File: src/core/i2cs_pkg.sv
// Constants and types for the I2C slave state handling block
//
// Function
// - Own-address byte NACKed: 0x88, drop, unaddress
// - Set-bits write 0x04 sets only acknowledge flag
// - Clear-bits write 0x08 clears event flag, proceeds
// - General-call byte ACKed: 0x90, byte kept
// - Clear-bits 0x0C clears event and acknowledge flags
// - General-call byte NACKed: 0x98, drop, unaddress
// - STOP or restart while addressed: 0xA0, unaddress
// - Own address read ACKed: 0xA8, then transmit
// - Lost arbitration then own read: 0xB0
// - Set-bits 0x24 sets start and acknowledge flags
// - Sent byte ACKed: 0xB8, send next byte
// - Sent byte NACKed: 0xC0, unaddress
// - Last byte ACKed: 0xC8, unaddress
// - Own address write ACKed: 0x60, receive
// - General call ACKed: 0x70, receive
// - Own-address byte ACKed: 0x80, byte kept
`default_nettype none
package i2cs_pkg;
  localparam logic [7:0] OFS_SET = 8'h00;
  localparam logic [7:0] OFS_STAT = 8'h04;
  localparam logic [7:0] OFS_DATA = 8'h08;
  localparam logic [7:0] OFS_ADR = 8'h0c;
  localparam logic [7:0] OFS_CLR = 8'h18;
  localparam logic [7:0] OFS_IST = 8'h1c;
  localparam logic [7:0] OFS_IMASK = 8'h20;
  localparam int BIT_ACK = 2;
  localparam int BIT_SI = 3;
  localparam int BIT_START = 5;
  localparam int BIT_EN = 6;
  localparam int ADR_GC = 0;
  localparam int IRQ_EV = 0;
  localparam int IRQ_STOP = 1;
  localparam logic [7:0] C_ACK = 8'h04;
  localparam logic [7:0] C_SI = 8'h08;
  localparam logic [7:0] C_SI_ACK = 8'h0c;
  localparam logic [7:0] C_START_ACK = 8'h24;
  localparam logic [3:0] BYTE_BITS = 4'h8;
  localparam logic [7:0] S_IDLE = 8'hf8;
  localparam logic [7:0] S_OWN_W = 8'h60;
  localparam logic [7:0] S_ARB_W = 8'h68;
  localparam logic [7:0] S_GC = 8'h70;
  localparam logic [7:0] S_ARB_GC = 8'h78;
  localparam logic [7:0] S_OWN_ACK = 8'h80;
  localparam logic [7:0] S_OWN_NACK = 8'h88;
  localparam logic [7:0] S_GC_ACK = 8'h90;
  localparam logic [7:0] S_GC_NACK = 8'h98;
  localparam logic [7:0] S_STOP = 8'ha0;
  localparam logic [7:0] S_OWN_R = 8'ha8;
  localparam logic [7:0] S_ARB_R = 8'hb0;
  localparam logic [7:0] S_TX_ACK = 8'hb8;
  localparam logic [7:0] S_TX_NACK = 8'hc0;
  localparam logic [7:0] S_TX_LAST = 8'hc8;
  localparam logic [7:0] ADR_RST = 8'h00;

  typedef enum logic [6:0] {
    ST_IDLE = 7'h01,
    ST_ADDR = 7'h02,
    ST_AACK = 7'h04,
    ST_RX = 7'h08,
    ST_RACK = 7'h10,
    ST_TX = 7'h20,
    ST_TACK = 7'h40
  } state_type;

  typedef struct packed {
    logic en;
    logic start;
    logic si;
    logic ack;
  } ctrl_type;

  typedef struct packed {
    logic scl;
    logic sda;
  } pins_type;

  function automatic logic [7:0] ctrl_byte(input ctrl_type c);
    logic [7:0] b;
    b = 8'h00;
    b[BIT_ACK] = c.ack;
    b[BIT_SI] = c.si;
    b[BIT_START] = c.start;
    b[BIT_EN] = c.en;
    return b;
  endfunction : ctrl_byte
endpackage : i2cs_pkg
`default_nettype wire

File: src/core/i2c_slave_state_handling.sv
// I2C slave receiver and transmitter with status codes and APB registers
//
// Our own choices: the register addresses and the APB interface to the registers.
`default_nettype none
module i2c_slave_state_handling (
  input wire logic pclk, // System clock
  input wire logic presetn, // Async reset
  input wire logic psel, // APB select
  input wire logic penable, // APB access phase
  input wire logic pwrite, // APB direction
  input wire logic [7:0] paddr, // APB byte address
  input wire logic [31:0] pwdata, // APB write data
  output logic [31:0] prdata, // APB read data
  output logic pready, // APB ready
  output logic pslverr, // APB error, unmapped
  input wire logic scl_i, // Bus clock level
  output logic scl_o, // Bus clock drive value
  output logic scl_oe_n, // Bus clock pull low
  input wire logic sda_i, // Bus data level
  output logic sda_o, // Bus data drive value
  output logic sda_oe_n, // Bus data pull low
  input wire logic arb_lost, // Master lost arbitration
  output logic start_req, // Master start request
  output logic irq // Interrupt level
);
  i2cs_pkg::ctrl_type ctrl_q, ctrl_d;
  i2cs_pkg::state_type st_q, st_d;
  i2cs_pkg::pins_type sy1_q, sy2_q, syp_q;
  logic [7:0] stat_q, stat_d, dat_q, dat_d, adr_q, adr_d, sh_q, sh_d;
  logic [3:0] cnt_q, cnt_d;
  logic [1:0] ist_q, ist_d, imask_q, imask_d;
  logic [31:0] prdata_q, prdata_d;
  logic slverr_q, slverr_d, gc_q, gc_d, last_q, last_d, nack_q, nack_d;
  logic pend_q, pend_d, busy_q, busy_d, sdaoe_q, sdaoe_d, scloe_q, scloe_d;
  logic wr, set_w, clr_w, ev, rise, fall, start_c, stop_c, addressed;
  logic [7:0] ev_code;

  // Pins are foreign to pclk: two flops before any use
  always_ff @(posedge pclk or negedge presetn) begin
    if (!presetn) begin
      sy1_q <= '1;
      sy2_q <= '1;
      syp_q <= '1;
    end else begin
      sy1_q <= '{scl: scl_i, sda: sda_i};
      sy2_q <= sy1_q;
      syp_q <= sy2_q;
    end
  end

  assign rise = sy2_q.scl && !syp_q.scl;
  assign fall = !sy2_q.scl && syp_q.scl;
  assign start_c = sy2_q.scl && syp_q.scl && !sy2_q.sda && syp_q.sda;
  assign stop_c = sy2_q.scl && syp_q.scl && sy2_q.sda && !syp_q.sda;
  assign addressed = !(st_q inside {i2cs_pkg::ST_IDLE, i2cs_pkg::ST_ADDR});
  assign wr = psel && penable && pwrite;
  assign set_w = wr && paddr == i2cs_pkg::OFS_SET;
  assign clr_w = wr && paddr == i2cs_pkg::OFS_CLR;

  always_comb begin
    st_d = st_q;
    cnt_d = cnt_q;
    sh_d = sh_q;
    gc_d = gc_q;
    last_d = last_q;
    nack_d = nack_q;
    pend_d = pend_q;
    sdaoe_d = sdaoe_q;
    busy_d = busy_q;
    ev = 1'b0;
    ev_code = stat_q;
    if (start_c || stop_c) begin
      if (addressed) begin
        ev = 1'b1;
        ev_code = i2cs_pkg::S_STOP;
      end
      busy_d = start_c;
      st_d = start_c ? i2cs_pkg::ST_ADDR : i2cs_pkg::ST_IDLE;
      cnt_d = 4'h0;
      pend_d = 1'b0;
      sdaoe_d = 1'b1;
    end else begin
      case (st_q)
        i2cs_pkg::ST_IDLE: begin
          sdaoe_d = 1'b1;
        end
        i2cs_pkg::ST_ADDR: begin
          if (rise) begin
            sh_d = {sh_q[6:0], sy2_q.sda};
            cnt_d = cnt_q + 4'h1;
          end else if (fall && cnt_q == i2cs_pkg::BYTE_BITS) begin
            gc_d = sh_q == 8'h00 && adr_q[i2cs_pkg::ADR_GC];
            if (ctrl_q.ack && (gc_d || sh_q[7:1] == adr_q[7:1])) begin
              st_d = i2cs_pkg::ST_AACK;
              sdaoe_d = 1'b0;
            end else begin
              st_d = i2cs_pkg::ST_IDLE;
            end
          end
        end
        i2cs_pkg::ST_AACK: begin
          if (fall) begin
            sdaoe_d = 1'b1;
            ev = 1'b1;
            cnt_d = 4'h0;
            if (sh_q[0] && !gc_q) begin
              ev_code = arb_lost ? i2cs_pkg::S_ARB_R
                                 : i2cs_pkg::S_OWN_R;
              st_d = i2cs_pkg::ST_TX;
              pend_d = 1'b1;
            end else begin
              st_d = i2cs_pkg::ST_RX;
              if (gc_q) begin
                ev_code = arb_lost ? i2cs_pkg::S_ARB_GC
                                   : i2cs_pkg::S_GC;
              end else begin
                ev_code = arb_lost ? i2cs_pkg::S_ARB_W
                                   : i2cs_pkg::S_OWN_W;
              end
            end
          end
        end
        i2cs_pkg::ST_RX: begin
          if (rise) begin
            sh_d = {sh_q[6:0], sy2_q.sda};
            cnt_d = cnt_q + 4'h1;
          end else if (fall && cnt_q == i2cs_pkg::BYTE_BITS) begin
            st_d = i2cs_pkg::ST_RACK;
            nack_d = !ctrl_q.ack;
            sdaoe_d = !ctrl_q.ack;
          end
        end
        i2cs_pkg::ST_RACK: begin
          if (fall) begin
            sdaoe_d = 1'b1;
            ev = 1'b1;
            cnt_d = 4'h0;
            if (nack_q) begin
              ev_code = gc_q ? i2cs_pkg::S_GC_NACK
                             : i2cs_pkg::S_OWN_NACK;
              st_d = i2cs_pkg::ST_IDLE;
            end else begin
              ev_code = gc_q ? i2cs_pkg::S_GC_ACK
                             : i2cs_pkg::S_OWN_ACK;
              st_d = i2cs_pkg::ST_RX;
            end
          end
        end
        i2cs_pkg::ST_TX: begin
          // Byte taken only once software has cleared the event flag
          if (pend_q) begin
            if (!ctrl_q.si) begin
              sh_d = dat_q;
              last_d = !ctrl_q.ack;
              sdaoe_d = dat_q[7];
              pend_d = 1'b0;
              cnt_d = 4'h0;
            end
          end else if (rise) begin
            cnt_d = cnt_q + 4'h1;
          end else if (fall) begin
            if (cnt_q == i2cs_pkg::BYTE_BITS) begin
              st_d = i2cs_pkg::ST_TACK;
              sdaoe_d = 1'b1;
            end else begin
              sh_d = {sh_q[6:0], 1'b0};
              sdaoe_d = sh_q[6];
            end
          end
        end
        i2cs_pkg::ST_TACK: begin
          if (rise) begin
            nack_d = sy2_q.sda;
          end else if (fall) begin
            ev = 1'b1;
            st_d = i2cs_pkg::ST_IDLE;
            if (nack_q) begin
              ev_code = i2cs_pkg::S_TX_NACK;
            end else if (last_q) begin
              ev_code = i2cs_pkg::S_TX_LAST;
            end else begin
              ev_code = i2cs_pkg::S_TX_ACK;
              st_d = i2cs_pkg::ST_TX;
              pend_d = 1'b1;
            end
          end
        end
        default: begin
          st_d = i2cs_pkg::ST_IDLE;
        end
      endcase
    end
    if (!ctrl_q.en) begin
      st_d = i2cs_pkg::ST_IDLE;
      ev = 1'b0;
      pend_d = 1'b0;
      sdaoe_d = 1'b1;
    end
    stat_d = ev ? ev_code : stat_q;

    ctrl_d = ctrl_q;
    if (set_w) begin
      ctrl_d.ack = ctrl_q.ack | pwdata[i2cs_pkg::BIT_ACK];
      ctrl_d.start = ctrl_q.start | pwdata[i2cs_pkg::BIT_START];
      ctrl_d.en = ctrl_q.en | pwdata[i2cs_pkg::BIT_EN];
    end
    if (clr_w) begin
      ctrl_d.ack = ctrl_q.ack & !pwdata[i2cs_pkg::BIT_ACK];
      ctrl_d.start = ctrl_q.start & !pwdata[i2cs_pkg::BIT_START];
      ctrl_d.en = ctrl_q.en & !pwdata[i2cs_pkg::BIT_EN];
    end
    // A new event wins over a clear in the same cycle
    ctrl_d.si = (ctrl_q.si && !(clr_w && pwdata[i2cs_pkg::BIT_SI])) || ev;
    // Data pushed out a cycle before the clock is let go
    // Hold starts only on a low clock: pulling a high line after a STOP
    // or repeated START would fake a clock pulse on release
    scloe_d = !((ctrl_d.si && (!scloe_q || !sy2_q.scl)) || pend_q);

    dat_d = dat_q;
    if (wr && paddr == i2cs_pkg::OFS_DATA) begin
      dat_d = pwdata[7:0];
    end
    if (ev && !nack_q && st_q == i2cs_pkg::ST_RACK) begin
      dat_d = sh_q;
    end
    adr_d = adr_q;
    if (wr && paddr == i2cs_pkg::OFS_ADR) begin
      adr_d = pwdata[7:0];
    end
    imask_d = imask_q;
    if (wr && paddr == i2cs_pkg::OFS_IMASK) begin
      imask_d = pwdata[1:0];
    end
    ist_d = ist_q;
    if (wr && paddr == i2cs_pkg::OFS_IST) begin
      ist_d = ist_q & ~pwdata[1:0];
    end
    ist_d[i2cs_pkg::IRQ_EV] = ist_d[i2cs_pkg::IRQ_EV] | ev;
    ist_d[i2cs_pkg::IRQ_STOP] = ist_d[i2cs_pkg::IRQ_STOP] | stop_c;

    // Read data and error are built in the setup phase
    prdata_d = prdata_q;
    slverr_d = slverr_q;
    if (psel && !penable) begin
      prdata_d = 32'h0000_0000;
      slverr_d = 1'b0;
      case (paddr)
        i2cs_pkg::OFS_SET: prdata_d[7:0] = i2cs_pkg::ctrl_byte(ctrl_q);
        i2cs_pkg::OFS_STAT: prdata_d[7:0] = stat_q;
        i2cs_pkg::OFS_DATA: prdata_d[7:0] = dat_q;
        i2cs_pkg::OFS_ADR: prdata_d[7:0] = adr_q;
        i2cs_pkg::OFS_CLR: prdata_d[7:0] = 8'h00;
        i2cs_pkg::OFS_IST: prdata_d[1:0] = ist_q;
        i2cs_pkg::OFS_IMASK: prdata_d[1:0] = imask_q;
        default: slverr_d = 1'b1;
      endcase
    end
  end

  always_ff @(posedge pclk or negedge presetn) begin
    if (!presetn) begin
      ctrl_q <= '0;
      st_q <= i2cs_pkg::ST_IDLE;
      stat_q <= i2cs_pkg::S_IDLE;
      dat_q <= 8'h00;
      adr_q <= i2cs_pkg::ADR_RST;
      sh_q <= 8'h00;
      cnt_q <= 4'h0;
      ist_q <= 2'h0;
      imask_q <= 2'h0;
      prdata_q <= 32'h0000_0000;
      slverr_q <= 1'b0;
      gc_q <= 1'b0;
      last_q <= 1'b0;
      nack_q <= 1'b0;
      pend_q <= 1'b0;
      busy_q <= 1'b0;
      sdaoe_q <= 1'b1;
      scloe_q <= 1'b1;
    end else begin
      ctrl_q <= ctrl_d;
      st_q <= st_d;
      stat_q <= stat_d;
      dat_q <= dat_d;
      adr_q <= adr_d;
      sh_q <= sh_d;
      cnt_q <= cnt_d;
      ist_q <= ist_d;
      imask_q <= imask_d;
      prdata_q <= prdata_d;
      slverr_q <= slverr_d;
      gc_q <= gc_d;
      last_q <= last_d;
      nack_q <= nack_d;
      pend_q <= pend_d;
      busy_q <= busy_d;
      sdaoe_q <= sdaoe_d;
      scloe_q <= scloe_d;
    end
  end

  assign prdata = prdata_q;
  assign pready = 1'b1;
  assign pslverr = slverr_q;
  assign scl_o = 1'b0;
  assign sda_o = 1'b0;
  assign scl_oe_n = scloe_q;
  assign sda_oe_n = sdaoe_q;
  assign start_req = ctrl_q.start && !busy_q;
  assign irq = |(ist_q & imask_q);
endmodule : i2c_slave_state_handling
`default_nettype wire

File: config.mk
export PLATFORM = sky130hd
export DESIGN_NAME = i2c_slave_state_handling
export DESIGN_NICKNAME = d
export VERILOG_FILES = /design/src/core/i2cs_pkg.sv /design/src/core/i2c_slave_state_handling.sv
export SDC_FILE = /design/constraint.sdc
export NUM_CORES = 1
export LEC_CHECK = 0
export BUFFER_PORTS_ARGS = -buffer_cell sky130_fd_sc_hd__clkbuf_2
export CORE_MARGIN = 1
export CORE_UTILIZATION = 55
export CTS_CLUSTER_DIAMETER = 150
export CTS_CLUSTER_SIZE = 24
export DETAILED_ROUTE_END_ITERATION = 8
export PLACE_DENSITY = 0.79
export SYNTH_ARGS = -nofsm -noshare
export SYNTH_HDL_FRONTEND = slang
export SYNTH_SLANG_ARGS = --single-unit
File: constraint.sdc
create_clock -name pclk -period 2.6 [get_ports pclk]
set_clock_uncertainty 0.15 [all_clocks]
set_input_delay 0.13 -clock pclk [delete_from_list [all_inputs] [get_ports pclk]]
set_output_delay 0.13 -clock pclk [all_outputs]
set_load 0.005 [all_outputs]
==> flow_summary.ini <==
[synth]
synth_top_area_cell = dfrtp_1
synth_edf_count = 0
synth_cells = 440
syn_area_um2 = 4260
synthArstFlopShare_pct = 100
ys_warn_count = 0
ys_seq_elements = 70
avgSynthCellArea_um2 = 9.67
yosys.area.top_type_share_pct = 32.9
synth_cell_types = 61
synth_seq_area_share_pct = 41.6
synthFlopType = dfrtp_1
ys_top_cells_by_area = dfrtp_1, dfstp_2, mux2_2

[cells_and_area]
final_common_cell = dfrtp_1
drive_above_1_share_pct = 28.1
area_growth_pct = 16.3
n_fill_cell = 599
final_nets = 548
layout_common_cells = dfrtp_1, nand2_1, clkbuf_2, mux2_2, nor2_1
utilization_pct = 67.2
num_antenna_cells = 0

[placed_design]
io_buffers = 36
dp_hpwl_um = 8020
gp_congestion = 0.953

[clock_tree]
cts_buffer_depth = 2
cts_tree = done
cts_made_buffers = 9
worst_setup_hold_path_clk_slew_ps = 80
cts_root_buffer = clkbuf_8
h-tree-depth = 3
clk_latency_ps = 350
clock-sinks = 70

[pwr]
leakage_nw = 2.20
power.density_nw_per_um2 = 476
ir_drop_mv = 0.447

[floorplanning]
dieArea_um2 = 8090
num_rows = 31
core_area_um2 = 7370
die_h_um = 90.0
start_util_pct = 57.8
io_pins = 88
fp.dieW_um = 90.0

[routing]
drc_errors = 0
vias = 3643
wl_per_cell_um = 18.3
viasPerCell = 6.06
first_iter_violations = 253
ant_nets = 0
totalWireLength_um = 11000
dr.pass1.iters = 5

[worst_hold_path]
hold_class = primary input to async pin

[timing]
fin_tns_setup_ps = 0
finalMaxSlewViolations = 0
max_slew_margin_pct = 53.7
fin_crit_ps = 2420
fmax_ghz = 0.413
rsz0062_at_grt = false
period_share_pct = 93.1
finalSetupViolCount = 0
hold_violations = 0
worst_pin_slew_ps = 692

[grt]
antenna_found_initial = 0
grt_max_degree = 55
grt_pass1_wl_um = 17700
grt_pass1_vias = 3462
gr-total-overflow = 0
grt_usage_pct = 28.0

[status]
status = finished, final reports clean

[setup_path]
end_kind = flip-flop
crit_arrival_ps = 2500
required_ps = 2680
worstSetupStartpointType = flip-flop
cp_max_fo = 13
path_class = flip-flop to flip-flop

[flow_run]
cap_violations = 0
## final cells by class
| cell class | instances | area (µm²) | area share (%) |
|---|---|---|---|
| Multi-Input combinational cell | 336 | 2270 | 45.8 |
| Sequential cell | 70 | 1770 | 35.7 |
| Timing Repair Buffer | 72 | 515 | 10.4 |
| Clock buffer | 10 | 138 | 2.78 |
| Tap cell | 99 | 124 | 2.50 |
| Clock inverter | 5 | 106 | 2.15 |
| Inverter | 9 | 33.8 | 0.682 |
## power breakdown
part           total (W)  switching, W  leakage (nW)  internal [W]
Sequential       0.00112     0.0000161         0.920       0.00111
Clock            0.00109      0.000429         0.119      0.000662
Combinational   0.000147     0.0000888          1.16     0.0000583
## sequential cells by signal (all words and copies together), names as in the netlist, 4 cells and up, named ones only
signal,flops
adr_q,8
dat_q,8
prdata,8
sh_q,8
st_q,7
stat_q,5
cnt_q,4
## stage by stage
stage / hold WS (ps) / worst slack (ps) / std cells / cell area [µm²] / power (W)
final: 94.7 / 179 / 601 / 4950 / 0.00236
after global routing: 132 / 26.5 / 601 / 4950 / 0.00243
after CTS: 105 / 94.9 / 600 / 4910 / 0.00237
after detailed placement: -54.8 / 117 / 574 / 4550 / 0.00127
after global placement: -59.7 / 183 / 574 / 4550 / 0.00127
after floorplan: -316 / 390 / 465 / 4350 / 0.00123
## synthesized netlist by cell type (all sizes together) (7+ instances only)
cell	n
a21oi	19
a22o	14
a31oi	11
buf	37
clkbuf	13
dfrtp	56
dfstp	14
inv	9
mux2	31
nand2	40
nand2b	7
nand3	13
nor2	29
nor2b	9
nor3	10
nor4	12
o21ai	20
o22ai	7
xnor2	11
xor2	8
## kinds of logic (layout without fill, tap and decap cells)
kind of cell    after synthesis  count (layout)  synth area share (%)
other cells                   2              27                 0.176
compound gates              103             103                  16.4
fa+ha+maj                     2               2                 0.588
mux                          36              36                  10.3
buf+inv                      59              96                  8.00
flops                        70              70                  41.6
xor+xnor                     19              19                  3.91
simple gates                149             149                  19.1
## repair_timing
item,CTS,global route
endpoints found under the hold margin,60,0
buffers inserted,0,1
gates resized for setup,0,4
setup endpoints to repair,0,19
hold buffers,11,0
## worst paths after layout
path                                          start  cells past startpoint  slack, ps                     to
worst min register to register   sy1_q[1]$_DFF_PN1_                      0        210     sy2_q[1]$_DFF_PN1_
worst max-delay path            st_q[3]$_DFFE_PN0P_                      7        180   dat_q[3]$_DFFE_PN0P_
min in group pclk                          paddr[1]                      4        120  prdata[0]$_DFFE_PN0P_
worst max register to register  st_q[3]$_DFFE_PN0P_                      7        180   dat_q[3]$_DFFE_PN0P_
max in group asynchronous                   presetn                      3       1520  stat_q[5]$_DFFE_PN1P_
worst min-delay path                        presetn                      2         90    st_q[6]$_DFFE_PN0P_
## per-layer routing
| metal | part of all wire [%] | wire length, µm | up-vias | track usage (%) |
|---|---|---|---|---|
| met5 | 0 | 0 | - | 0 |
| met4 | 1.4 | 153 | 0 | 10.1 |
| met3 | 7.4 | 819 | 16 | 4.15 |
| met2 | 46 | 5120 | 179 | 43.3 |
| met1 | 45 | 4930 | 1763 | 40.2 |
| li1 | - | - | 1685 | - |
## worst max-delay path: stages (launching register included)
cell and delay (ps):
dfrtp_1 400, buf_4 200, or4_4 440, nor2_1 180
nand2_2 160, nor3b_4 260, buf_12 160, mux2_2 340
No activity file was read; power rests on OpenSTA's default activity.
